**src/design/bcc_pkg.sv**
```systemverilog
// Purpose: Shared constants and types of the serial encoder command block
// Assumes: Avalon-MM slave with byte addresses, one 32-bit word per register
// Notes:   Register layouts travel as packed structs, reserved fields read zero
//
// Summary of operation
// - The CRC polynomial comes from mask bits 23..16, mask bit n weighting X^(n+1), plus a constant 1.
// - Command bit 13 picks repeated sampling at 0 and a single sample at 1.
// - In repeated mode a read starts on each selected edge of the phase or servo clock that arrives while the channel is idle.
// - Command bit 12 enables triggering; reads repeat while it is 1 and none start while it is 0.
// - In single mode a set trigger enable gives one read and is cleared by hardware when it completes.
// - Command bit 10 reads 0 while a frame is being received and 1 once it is done, and ignores writes.
// - Bits 9..6 give 0 to 6 status bits after the position word, and that many are received.
// - Bits 5..0 give a position word of 12 to 40 bits, and that many are received.
// - A channel enable, reset to off, gates the whole encoder interface; no read starts while it is off.
// - Each read starts a programmable delay of 0 to 255 intermediate clock cycles after the trigger edge.
package bcc_pkg;

  localparam logic [4:0]  OFF_CMD      = 5'h00;
  localparam logic [4:0]  OFF_TCTL     = 5'h04;
  localparam logic [4:0]  OFF_POS_LO   = 5'h08;
  localparam logic [4:0]  OFF_POS_HI   = 5'h0c;
  localparam logic [4:0]  OFF_IRQ_STAT = 5'h10;
  localparam logic [4:0]  OFF_IRQ_MASK = 5'h14;

  localparam logic [31:0] CMD_RESET    = 32'h0000_0000;
  localparam logic [31:0] TCTL_RESET   = 32'h0000_0000;
  localparam logic [31:0] CMD_WMASK    = 32'h00ff_33ff;
  localparam logic [31:0] TCTL_WMASK   = 32'h0000_ff07;

  localparam logic [5:0]  POS_MIN      = 6'h0c;
  localparam logic [5:0]  POS_MAX      = 6'h28;
  localparam logic [3:0]  STAT_MAX     = 4'h6;
  localparam int          SR_W         = 46;
  localparam int          SER_DIV_DEF  = 25;

  localparam int          IRQ_DONE     = 0;
  localparam int          IRQ_CRC      = 1;

  typedef struct packed {
    logic [7:0] rsv_hi;
    logic [7:0] crc_mask;
    logic [1:0] rsv_mid;
    logic       sample_repeat_select;
    logic       sample_trigger_enable;
    logic       rsv_lo;
    logic       reception_done_flag;
    logic [3:0] status_bit_count;
    logic [5:0] position_bit_count;
  } bcc_cmd_t;

  typedef struct packed {
    logic [15:0] rsv_hi;
    logic [7:0]  trigger_delay_count;
    logic [4:0]  rsv_lo;
    logic        edge_falling;
    logic        clock_servo;
    logic        encoder_port_enable;
  } bcc_tctl_t;

  typedef enum logic [2:0] {
    ST_IDLE, ST_DELAY, ST_ACK, ST_START, ST_CDS, ST_DATA, ST_TAIL
  } bcc_state_t;

endpackage

```
**src/design/bcc_encoder_cmd.sv**
```systemverilog
// Purpose: Command, trigger and frame reception for one serial encoder channel
// Assumes: Phase, servo and encoder data inputs are asynchronous to i_mclk
// Notes:   The encoder clock line idles high and toggles on each intermediate tick
//
// The address map and register access over Avalon-MM were decided locally.
`timescale 1ns/1ps
module bcc_encoder_cmd #(
  parameter int SER_DIV = bcc_pkg::SER_DIV_DEF
) (
  input  wire logic        i_mclk,
  input  wire logic        i_rst_n,
  input  wire logic [4:0]  i_avs_address,
  input  wire logic        i_avs_read,
  input  wire logic        i_avs_write,
  input  wire logic [31:0] i_avs_writedata,
  input  wire logic [3:0]  i_avs_byteenable,
  output logic [31:0]      o_avs_readdata,
  output logic             o_avs_waitrequest,
  input  wire logic        i_phase_clk,
  input  wire logic        i_servo_clk,
  input  wire logic        i_enc_data,
  output logic             o_enc_clk,
  output logic             o_irq
);

  localparam int DIV_W = $clog2(SER_DIV);

  if (SER_DIV < 4 || SER_DIV > 255)
    $error("SER_DIV must lie in 4..255");

  ////////////////////////////////////////////////////////////////////////////
  function automatic logic [7:0] width_mask(input logic [3:0] w);
    width_mask = 8'((9'h001 << w) - 9'h001);
  endfunction

  function automatic logic [3:0] msb_width(input logic [7:0] m);
    msb_width = 4'h0;
    for (int i = 0; i < 8; i++)
      if (m[i])
        msb_width = 4'(i + 1);
  endfunction

  // Serial CRC: bit k of the mask taps X^(k+1), X^0 always tapped
  function automatic logic [7:0] crc_step(input logic [7:0] c, input logic b,
                                          input logic [7:0] m, input logic [3:0] w);
    logic       fb;
    logic [7:0] n;
    fb = c[3'(w - 4'h1)] ^ b;
    n = {c[6:0], 1'b0} ^ ({m[6:0], 1'b1} & {8{fb}});
    crc_step = n & width_mask(w);
  endfunction

  ////////////////////////////////////////////////////////////////////////////
  // Synchronisers: only the second stage is read
  logic [1:0] phase_sync_q;
  logic [1:0] servo_sync_q;
  logic [1:0] data_sync_q;

  always_ff @(posedge i_mclk)
  begin
    if (!i_rst_n)
    begin
      phase_sync_q <= 2'h0;
      servo_sync_q <= 2'h0;
      data_sync_q  <= 2'h3;
    end
    else
    begin
      phase_sync_q <= {phase_sync_q[0], i_phase_clk};
      servo_sync_q <= {servo_sync_q[0], i_servo_clk};
      data_sync_q  <= {data_sync_q[0], i_enc_data};
    end
  end

  ////////////////////////////////////////////////////////////////////////////
  bcc_pkg::bcc_cmd_t   cmd_q, cmd_d;
  bcc_pkg::bcc_tctl_t  tctl_q, tctl_d;
  bcc_pkg::bcc_state_t state_q, state_d;
  logic [DIV_W-1:0]    div_q, div_d;
  logic                trig_prev_q, trig_prev_d;
  logic [7:0]          dly_q, dly_d;
  logic                ma_q, ma_d;
  logic                ma_first_q, ma_first_d;
  logic [bcc_pkg::SR_W-1:0] sr_q, sr_d;
  logic [7:0]          crc_q, crc_d;
  logic [7:0]          crc_rx_q, crc_rx_d;
  logic [5:0]          bit_cnt_q, bit_cnt_d;
  logic [5:0]          pos_n_q, pos_n_d;
  logic [3:0]          stat_n_q, stat_n_d;
  logic [3:0]          crc_w_q, crc_w_d;
  logic [7:0]          crc_m_q, crc_m_d;
  logic [39:0]         pos_q, pos_d;
  logic [5:0]          stat_q, stat_d;
  logic                crc_err_q, crc_err_d;
  logic [1:0]          irq_stat_q, irq_stat_d;
  logic [1:0]          irq_mask_q, irq_mask_d;
  logic                irq_q, irq_d;
  logic                wait_q, wait_d;
  logic [31:0]         rdata_q, rdata_d;

  logic                ser_tick;
  logic                trig_lvl;
  logic                trig_edge;
  logic                sample;
  logic                frame_end;
  logic                acc;
  logic [31:0]         bmask;
  logic [31:0]         wmerge;
  logic [6:0]          ds_n;
  logic                crc_ok;

  always_comb
  begin
    ser_tick  = (div_q == DIV_W'(SER_DIV - 1));
    trig_lvl  = tctl_q.clock_servo ? servo_sync_q[1] : phase_sync_q[1];
    trig_edge = tctl_q.edge_falling ? (trig_prev_q & ~trig_lvl) : (~trig_prev_q & trig_lvl);
    // Sample on each falling encoder clock tick except the very first
    sample    = ser_tick & ma_q & ~ma_first_q;
    ds_n      = 7'(pos_n_q) + 7'(stat_n_q);
    frame_end = (state_q == bcc_pkg::ST_TAIL) & data_sync_q[1];
    crc_ok    = (crc_rx_q == (~crc_q & width_mask(crc_w_q)));
    acc       = (i_avs_read | i_avs_write) & wait_q;
    bmask     = {{8{i_avs_byteenable[3]}}, {8{i_avs_byteenable[2]}},
                 {8{i_avs_byteenable[1]}}, {8{i_avs_byteenable[0]}}};

    div_d       = ser_tick ? '0 : div_q + DIV_W'(1);
    trig_prev_d = trig_lvl;
    state_d     = state_q;
    cmd_d       = cmd_q;
    tctl_d      = tctl_q;
    dly_d       = dly_q;
    ma_d        = ma_q;
    ma_first_d  = ma_first_q;
    sr_d        = sr_q;
    crc_d       = crc_q;
    crc_rx_d    = crc_rx_q;
    bit_cnt_d   = bit_cnt_q;
    pos_n_d     = pos_n_q;
    stat_n_d    = stat_n_q;
    crc_w_d     = crc_w_q;
    crc_m_d     = crc_m_q;
    pos_d       = pos_q;
    stat_d      = stat_q;
    crc_err_d   = crc_err_q;
    irq_mask_d  = irq_mask_q;
    irq_stat_d  = irq_stat_q;
    wait_d      = 1'b1;
    rdata_d     = rdata_q;

    unique case (state_q)
      bcc_pkg::ST_IDLE:
      begin
        // Single mode also waits for the selected clock edge
        if (tctl_q.encoder_port_enable && cmd_q.sample_trigger_enable && trig_edge)
        begin
          state_d  = bcc_pkg::ST_DELAY;
          dly_d    = tctl_q.trigger_delay_count;
          cmd_d.reception_done_flag = 1'b0;
          // Counts are frozen per frame so a mid-frame write cannot tear it
          pos_n_d  = (cmd_q.position_bit_count < bcc_pkg::POS_MIN) ? bcc_pkg::POS_MIN :
                     (cmd_q.position_bit_count > bcc_pkg::POS_MAX) ? bcc_pkg::POS_MAX :
                     cmd_q.position_bit_count;
          stat_n_d = (cmd_q.status_bit_count > bcc_pkg::STAT_MAX) ? bcc_pkg::STAT_MAX :
                     cmd_q.status_bit_count;
          crc_m_d  = cmd_q.crc_mask;
          crc_w_d  = msb_width(cmd_q.crc_mask);
        end
      end
      bcc_pkg::ST_DELAY:
      begin
        if (ser_tick)
        begin
          if (dly_q == 8'h00)
          begin
            state_d    = bcc_pkg::ST_ACK;
            ma_first_d = 1'b1;
          end
          else
            dly_d = dly_q - 8'h01;
        end
      end
      bcc_pkg::ST_ACK, bcc_pkg::ST_START, bcc_pkg::ST_CDS:
      begin
        if (ser_tick)
        begin
          ma_d       = ~ma_q;
          ma_first_d = 1'b0;
        end
        if (sample)
        begin
          if (state_q == bcc_pkg::ST_ACK && !data_sync_q[1])
            state_d = bcc_pkg::ST_START;
          else if (state_q == bcc_pkg::ST_START && data_sync_q[1])
            state_d = bcc_pkg::ST_CDS;
          else if (state_q == bcc_pkg::ST_CDS)
          begin
            state_d   = bcc_pkg::ST_DATA;
            bit_cnt_d = 6'h00;
            sr_d      = '0;
            crc_d     = 8'h00;
            crc_rx_d  = 8'h00;
          end
        end
      end
      bcc_pkg::ST_DATA:
      begin
        if (ser_tick)
          ma_d = ~ma_q;
        if (sample)
        begin
          bit_cnt_d = bit_cnt_q + 6'h01;
          if (7'(bit_cnt_q) < ds_n)
          begin
            sr_d = {sr_q[bcc_pkg::SR_W-2:0], data_sync_q[1]};
            if (crc_w_q != 4'h0)
              crc_d = crc_step(crc_q, data_sync_q[1], crc_m_q, crc_w_q);
          end
          else
            crc_rx_d = {crc_rx_q[6:0], data_sync_q[1]};
          if (7'(bit_cnt_q) + 7'h01 == ds_n + 7'(crc_w_q))
          begin
            state_d = bcc_pkg::ST_TAIL;
            ma_d    = 1'b1;
          end
        end
      end
      bcc_pkg::ST_TAIL:
      begin
        // Encoder releases the data line high once its timeout ends
        if (data_sync_q[1])
        begin
          state_d   = bcc_pkg::ST_IDLE;
          pos_d     = 40'(sr_q >> stat_n_q);
          stat_d    = 6'(sr_q) & 6'(width_mask(stat_n_q));
          crc_err_d = ~crc_ok;
          cmd_d.reception_done_flag = 1'b1;
          if (cmd_q.sample_repeat_select)
            cmd_d.sample_trigger_enable = 1'b0;
        end
      end
    endcase

    if (!tctl_q.encoder_port_enable)
    begin
      state_d = bcc_pkg::ST_IDLE;
      ma_d    = 1'b1;
    end

    // Hardware events set sticky bits; a set in the clearing cycle survives
    if (acc && i_avs_write && i_avs_address == bcc_pkg::OFF_IRQ_STAT)
      irq_stat_d = irq_stat_q & ~i_avs_writedata[1:0];
    irq_stat_d[bcc_pkg::IRQ_DONE] = irq_stat_d[bcc_pkg::IRQ_DONE] | frame_end;
    irq_stat_d[bcc_pkg::IRQ_CRC]  = irq_stat_d[bcc_pkg::IRQ_CRC] | (frame_end & ~crc_ok);

    if (acc)
    begin
      wait_d  = 1'b0;
      rdata_d = 32'h0000_0000;
      unique case (i_avs_address)
        bcc_pkg::OFF_CMD:      rdata_d = cmd_q;
        bcc_pkg::OFF_TCTL:     rdata_d = tctl_q;
        bcc_pkg::OFF_POS_LO:   rdata_d = pos_q[31:0];
        bcc_pkg::OFF_POS_HI:   rdata_d = {15'h0000, crc_err_q, 2'h0, stat_q, pos_q[39:32]};
        bcc_pkg::OFF_IRQ_STAT: rdata_d = {30'h0, irq_stat_q};
        bcc_pkg::OFF_IRQ_MASK: rdata_d = {30'h0, irq_mask_q};
        default:               rdata_d = 32'h0000_0000;
      endcase
      if (i_avs_write)
      begin
        // A software write wins over the hardware clear of the trigger enable
        wmerge = (cmd_d & ~bmask) | (i_avs_writedata & bmask);
        if (i_avs_address == bcc_pkg::OFF_CMD)
          cmd_d = (wmerge & bcc_pkg::CMD_WMASK) | {21'h0, cmd_d.reception_done_flag, 10'h0};
        wmerge = (tctl_q & ~bmask) | (i_avs_writedata & bmask);
        if (i_avs_address == bcc_pkg::OFF_TCTL)
          tctl_d = wmerge & bcc_pkg::TCTL_WMASK;
        if (i_avs_address == bcc_pkg::OFF_IRQ_MASK && i_avs_byteenable[0])
          irq_mask_d = i_avs_writedata[1:0];
      end
    end
    wmerge = 32'h0000_0000;
    irq_d  = |(irq_stat_q & irq_mask_q);
  end

  always_ff @(posedge i_mclk)
  begin
    if (!i_rst_n)
    begin
      state_q     <= bcc_pkg::ST_IDLE;
      cmd_q       <= bcc_pkg::CMD_RESET;
      tctl_q      <= bcc_pkg::TCTL_RESET;
      div_q       <= '0;
      trig_prev_q <= 1'b0;
      dly_q       <= 8'h00;
      ma_q        <= 1'b1;
      ma_first_q  <= 1'b0;
      sr_q        <= '0;
      crc_q       <= 8'h00;
      crc_rx_q    <= 8'h00;
      bit_cnt_q   <= 6'h00;
      pos_n_q     <= bcc_pkg::POS_MIN;
      stat_n_q    <= 4'h0;
      crc_w_q     <= 4'h0;
      crc_m_q     <= 8'h00;
      pos_q       <= 40'h00_0000_0000;
      stat_q      <= 6'h00;
      crc_err_q   <= 1'b0;
      irq_stat_q  <= 2'h0;
      irq_mask_q  <= 2'h0;
      irq_q       <= 1'b0;
      wait_q      <= 1'b1;
      rdata_q     <= 32'h0000_0000;
    end
    else
    begin
      state_q     <= state_d;
      cmd_q       <= cmd_d;
      tctl_q      <= tctl_d;
      div_q       <= div_d;
      trig_prev_q <= trig_prev_d;
      dly_q       <= dly_d;
      ma_q        <= ma_d;
      ma_first_q  <= ma_first_d;
      sr_q        <= sr_d;
      crc_q       <= crc_d;
      crc_rx_q    <= crc_rx_d;
      bit_cnt_q   <= bit_cnt_d;
      pos_n_q     <= pos_n_d;
      stat_n_q    <= stat_n_d;
      crc_w_q     <= crc_w_d;
      crc_m_q     <= crc_m_d;
      pos_q       <= pos_d;
      stat_q      <= stat_d;
      crc_err_q   <= crc_err_d;
      irq_stat_q  <= irq_stat_d;
      irq_mask_q  <= irq_mask_d;
      irq_q       <= irq_d;
      wait_q      <= wait_d;
      rdata_q     <= rdata_d;
    end
  end

  assign o_avs_readdata    = rdata_q;
  assign o_avs_waitrequest = wait_q;
  assign o_enc_clk         = ma_q;
  assign o_irq             = irq_q;

  logic sw_cmd_wr;
  assign sw_cmd_wr = acc & i_avs_write & (i_avs_address == bcc_pkg::OFF_CMD);
endmodule

```
**config.mk**
```make
export PLATFORM = sky130hd
export DESIGN_NAME = bcc_encoder_cmd
export DESIGN_NICKNAME = d
export VERILOG_FILES = /design/src/design/bcc_pkg.sv /design/src/design/bcc_encoder_cmd.sv
export SDC_FILE = /design/constraint.sdc
export NUM_CORES = 1
export LEC_CHECK = 0
export BUFFER_PORTS_ARGS = -buffer_cell sky130_fd_sc_hd__buf_2
export CAP_MARGIN = 20
export CORE_AREA = 4 4 272 207
export DETAILED_ROUTE_END_ITERATION = 10
export DIE_AREA = 0 0 276 211
export GPL_TIMING_DRIVEN = 0
export PLACE_DENSITY = 0.46
export SLEW_MARGIN = 20
export SYNTH_ARGS = -nofsm -noshare
export SYNTH_HDL_FRONTEND = slang
export SYNTH_SLANG_ARGS = --single-unit
```
**constraint.sdc**
```tcl
create_clock -name i_mclk -period 3.7 [get_ports i_mclk]
set_input_delay 0 -clock i_mclk [delete_from_list [all_inputs] [get_ports i_mclk]]
set_output_delay 0 -clock i_mclk [all_outputs]
set_load 0.1 [all_outputs]
```
==> results.py <==
metrics = {
    "status": {
        "outcome": "complete, no violations",
    },
    "sta": {
        "slew_headroom_pct": 19.9,
        "final.setup.tns_ns": 0,
        "period_share_pct": 95.6,
        "fmax_ghz": 0.283,
        "period_needed_ns": 3.54,
        "fin_skew_ns": 0.0196,
        "setup_violations": 0,
        "slew_viol_final": 0,
        "worst_slew_pin_slew_ns": 1.19,
        "finalHoldViolCount": 0,
    },
    "clock_network": {
        "cts_root_buf": "clkbuf_16",
        "htree_levels": 1,
        "path_clk_slew_ns": 0.07,
        "cts.sinks": 231,
        "clk_latency_ns": 0.55,
        "cts_max_path_buffers": 3,
        "cts_tree": "done",
        "numCtsBuffers": 25,
    },
    "global_routing": {
        "grtUsageTotal_pct": 14.4,
        "grt_pass1_wl_um": 65400,
        "grt_antenna_before_repair": 2,
        "first_global_vias": 10246,
        "grt-ovfl-total": 0,
        "grt_max_degree": 14,
    },
    "placed_design": {
        "dp_cells": 2097,
        "place_congestion": 0.885,
        "buffer_ports.inserted": 70,
        "hpwl_um": 33000,
    },
    "critical_path": {
        "crit_fanout": 10,
        "max_stage_delay_ns": 0.39,
        "arrival_ns": 4.03,
        "cp_num_buf_inv": 7,
        "slowest_stage": "fa_2",
        "critPathTopFamily": "buffers and inverters",
        "cp-end-kind": "register",
        "path_class": "reg -> reg",
        "critPathLaunchType": "register",
        "required_ns": 4.19,
        "path_cells": "buf_4, buf_12, clkinvlp_4, fa_2, nand2b_1, a21oi_4, xnor2_2, inv_1, ha_1, a211oi_2, o21ai_4, buf_4, a21oi_4, buf_12, buf_2, a22o_1",
    },
    "pwr": {
        "clock_power_share_pct": 48.2,
        "power.static_leakage_nw": 5.40,
        "p_int_mw": 4.00,
        "combPwrFrac_pct": 3.9,
        "seqPwrFrac_pct": 47.9,
        "switching_power_mw": 1.22,
        "power_density_nw_per_um2": 354,
        "ir_worst_vdd_v": 0.000282,
        "swShare_pct": 23.4,
    },
    "finish": {
        "final_cell_mix": "dfxtp_1, nor2_1, nand2_1",
        "drive_above_1_share_pct": 17.9,
        "synthToLayoutAreaGrowth_pct": 20.9,
        "layout_commonest_cell": "dfxtp_1",
        "final_cells": 2181,
        "layout.nets": 1521,
        "diodes": 0,
    },
    "synth": {
        "yosysWarnings": 0,
        "syn_area_sq_um": 12200,
        "syn_inst": 1305,
        "synth_edf_count": 0,
        "synth.top_cell.area_share_pct": 37.9,
        "synth_area_leaders": "dfxtp_1, mux4_2, a22o_1",
        "synth-seq-cells": 231,
        "synth_seq_area_share_pct": 37.9,
        "synthArstFlopShare_pct": 0,
        "yosysUniqueCellTypes": 84,
        "synth_nets": 1382,
        "avgSynthCellArea_sq_um": 9.35,
        "ys.flop_type": "dfxtp_1",
        "synth.largest_area_cell": "dfxtp_1",
    },
    "floorplan": {
        "rows": 74,
        "io_pins": 83,
        "die_area_sq_um": 58200,
        "start_util_pct": 22.7,
        "core_area_sq_um": 53900,
        "die-height_um": 211,
        "die_w_um": 276,
    },
    "route": {
        "wire_per_inst_um": 19.7,
        "drt_iter0_drc": 1108,
        "drc": 0,
        "route.final.wire_length_um": 43000,
        "ant_nets": 0,
        "dr.pass1.iters": 5,
        "viasPerCell": 4.97,
        "vias": 10845,
    },
    "run": {
        "cap_viol_max_count": 0,
    },
    "worst_hold_path": {
        "min_path_type": "in -> reg",
    },
}
## per-stage QoR
stage | setup WS [ns] | util (%) | power [mW] | hold slack, ns | instance area (sq um)
3_3_place_gp | -1.10 | 25.0 | 2.73 | 0.186 | 13500
2_1_floorplan | 0.268 | - | 2.64 | 0.101 | 12200
6_report | 0.161 | 27.4 | 5.22 | 0.0555 | 14800
5_1_grt | -0.00299 | 27.4 | 5.39 | 0.0675 | 14800
3_5_place_dp | -0.998 | 25.0 | 2.73 | 0.190 | 13500
4_1_cts | 0.0186 | 27.3 | 5.29 | 0.0357 | 14700
## path summary, 6_finish.rpt
kind | startpoint | to | slack, ns | depth (start not counted)
worst min-delay path | i_rst_n | data_sync_q[1] | 0.06 | 3
worst min register to register | data_sync_q[0] | data_sync_q[1] | 0.41 | 1
worst max-delay path | stat_n_q[1] | sr_q[18] | 0.16 | 16
worst max register to register | stat_n_q[1] | sr_q[18] | 0.16 | 16
## area by class of cell
class	count	area (sq um)
fillers	5847	39100
multi-input cells	952	7090
flip-flops and latches	231	4630
well taps	722	903
repair buffers	112	773
clock buffers	34	689
plain buffers	97	475
inverters	25	97.6
clock inverters	8	96.3
## worst reg2reg max path: cells and delay by family (launching register included)
kind / cells / cell delay (ns)
compound gates: 5 / 0.93
xor+xnor: 1 / 0.17
fa+ha+maj: 2 / 0.70
buf+inv: 7 / 1.14
flops: 1 / 0.36
simple gates: 1 / 0.19
## kinds of logic (layout without fill, tap and decap cells)
group	Yosys count	in the layout	share of synthesized area, %
simple gates	426	426	16.2
compound gates	325	325	18.3
mux	128	128	16.6
buf+inv	122	276	4.49
xor+xnor	43	43	3.30
fa+ha+maj	30	30	3.18
flops	231	231	37.9
## layer usage
| layer | track usage [%] | vias up | part of all wire [%] |
|---|---|---|---|
| met5 | 0 | - | 0.030 |
| met3 | 3.80 | 33 | 9.0 |
| li1 | - | 5060 | - |
| met1 | 24.0 | 5364 | 54 |
| met2 | 18.2 | 386 | 36 |
| met4 | 1.89 | 2 | 1.2 |
## Yosys cell counts, types with 5 or more instances
| library cell | number |
|---|---|
| o21ai_0 | 23 |
| and2_1 | 12 |
| nand3b_1 | 6 |
| ha_1 | 27 |
| clkbuf_1 | 57 |
| o21ai_1 | 5 |
| nor3_1 | 29 |
| mux2i_1 | 53 |
| a21oi_1 | 113 |
| mux2_2 | 16 |
| or3_1 | 6 |
| inv_1 | 19 |
| a22oi_1 | 25 |
| nor2_1 | 151 |
| a21o_1 | 5 |
| nand3_1 | 26 |
| nand2_1 | 137 |
| a31oi_1 | 5 |
| a222oi_1 | 14 |
| a211oi_1 | 25 |
| xnor2_1 | 23 |
| a22o_1 | 67 |
| nor2b_1 | 8 |
| and3_1 | 8 |
| dfxtp_1 | 231 |
| nand2b_1 | 10 |
| buf_2 | 28 |
| mux4_2 | 55 |
| xor2_1 | 18 |
## power by group through the flow
stage / combinational (mW) / sequential [mW] / clock (mW)
final: 0.206 / 2.50 / 2.52
after global routing: 0.220 / 2.50 / 2.67
after CTS: 0.203 / 2.50 / 2.58
after detailed placement: 0.173 / 2.56 / 0
after global placement: 0.173 / 2.56 / 0
after floorplan: 0.0833 / 2.56 / 0
## repair_timing
| action | 4_1_cts | 5_1_grt |
|---|---|---|
| gates cloned | 0 | 0 |
| hold buffers | 33 | 0 |
| gates resized for setup | 11 | 9 |
| pin swaps | 2 | 2 |
| setup buffers | 7 | 2 |
| setup endpoints to repair | 65 | 61 |
| hold endpoints to repair | 38 | 0 |
No activity file was read; power rests on OpenSTA's default activity.
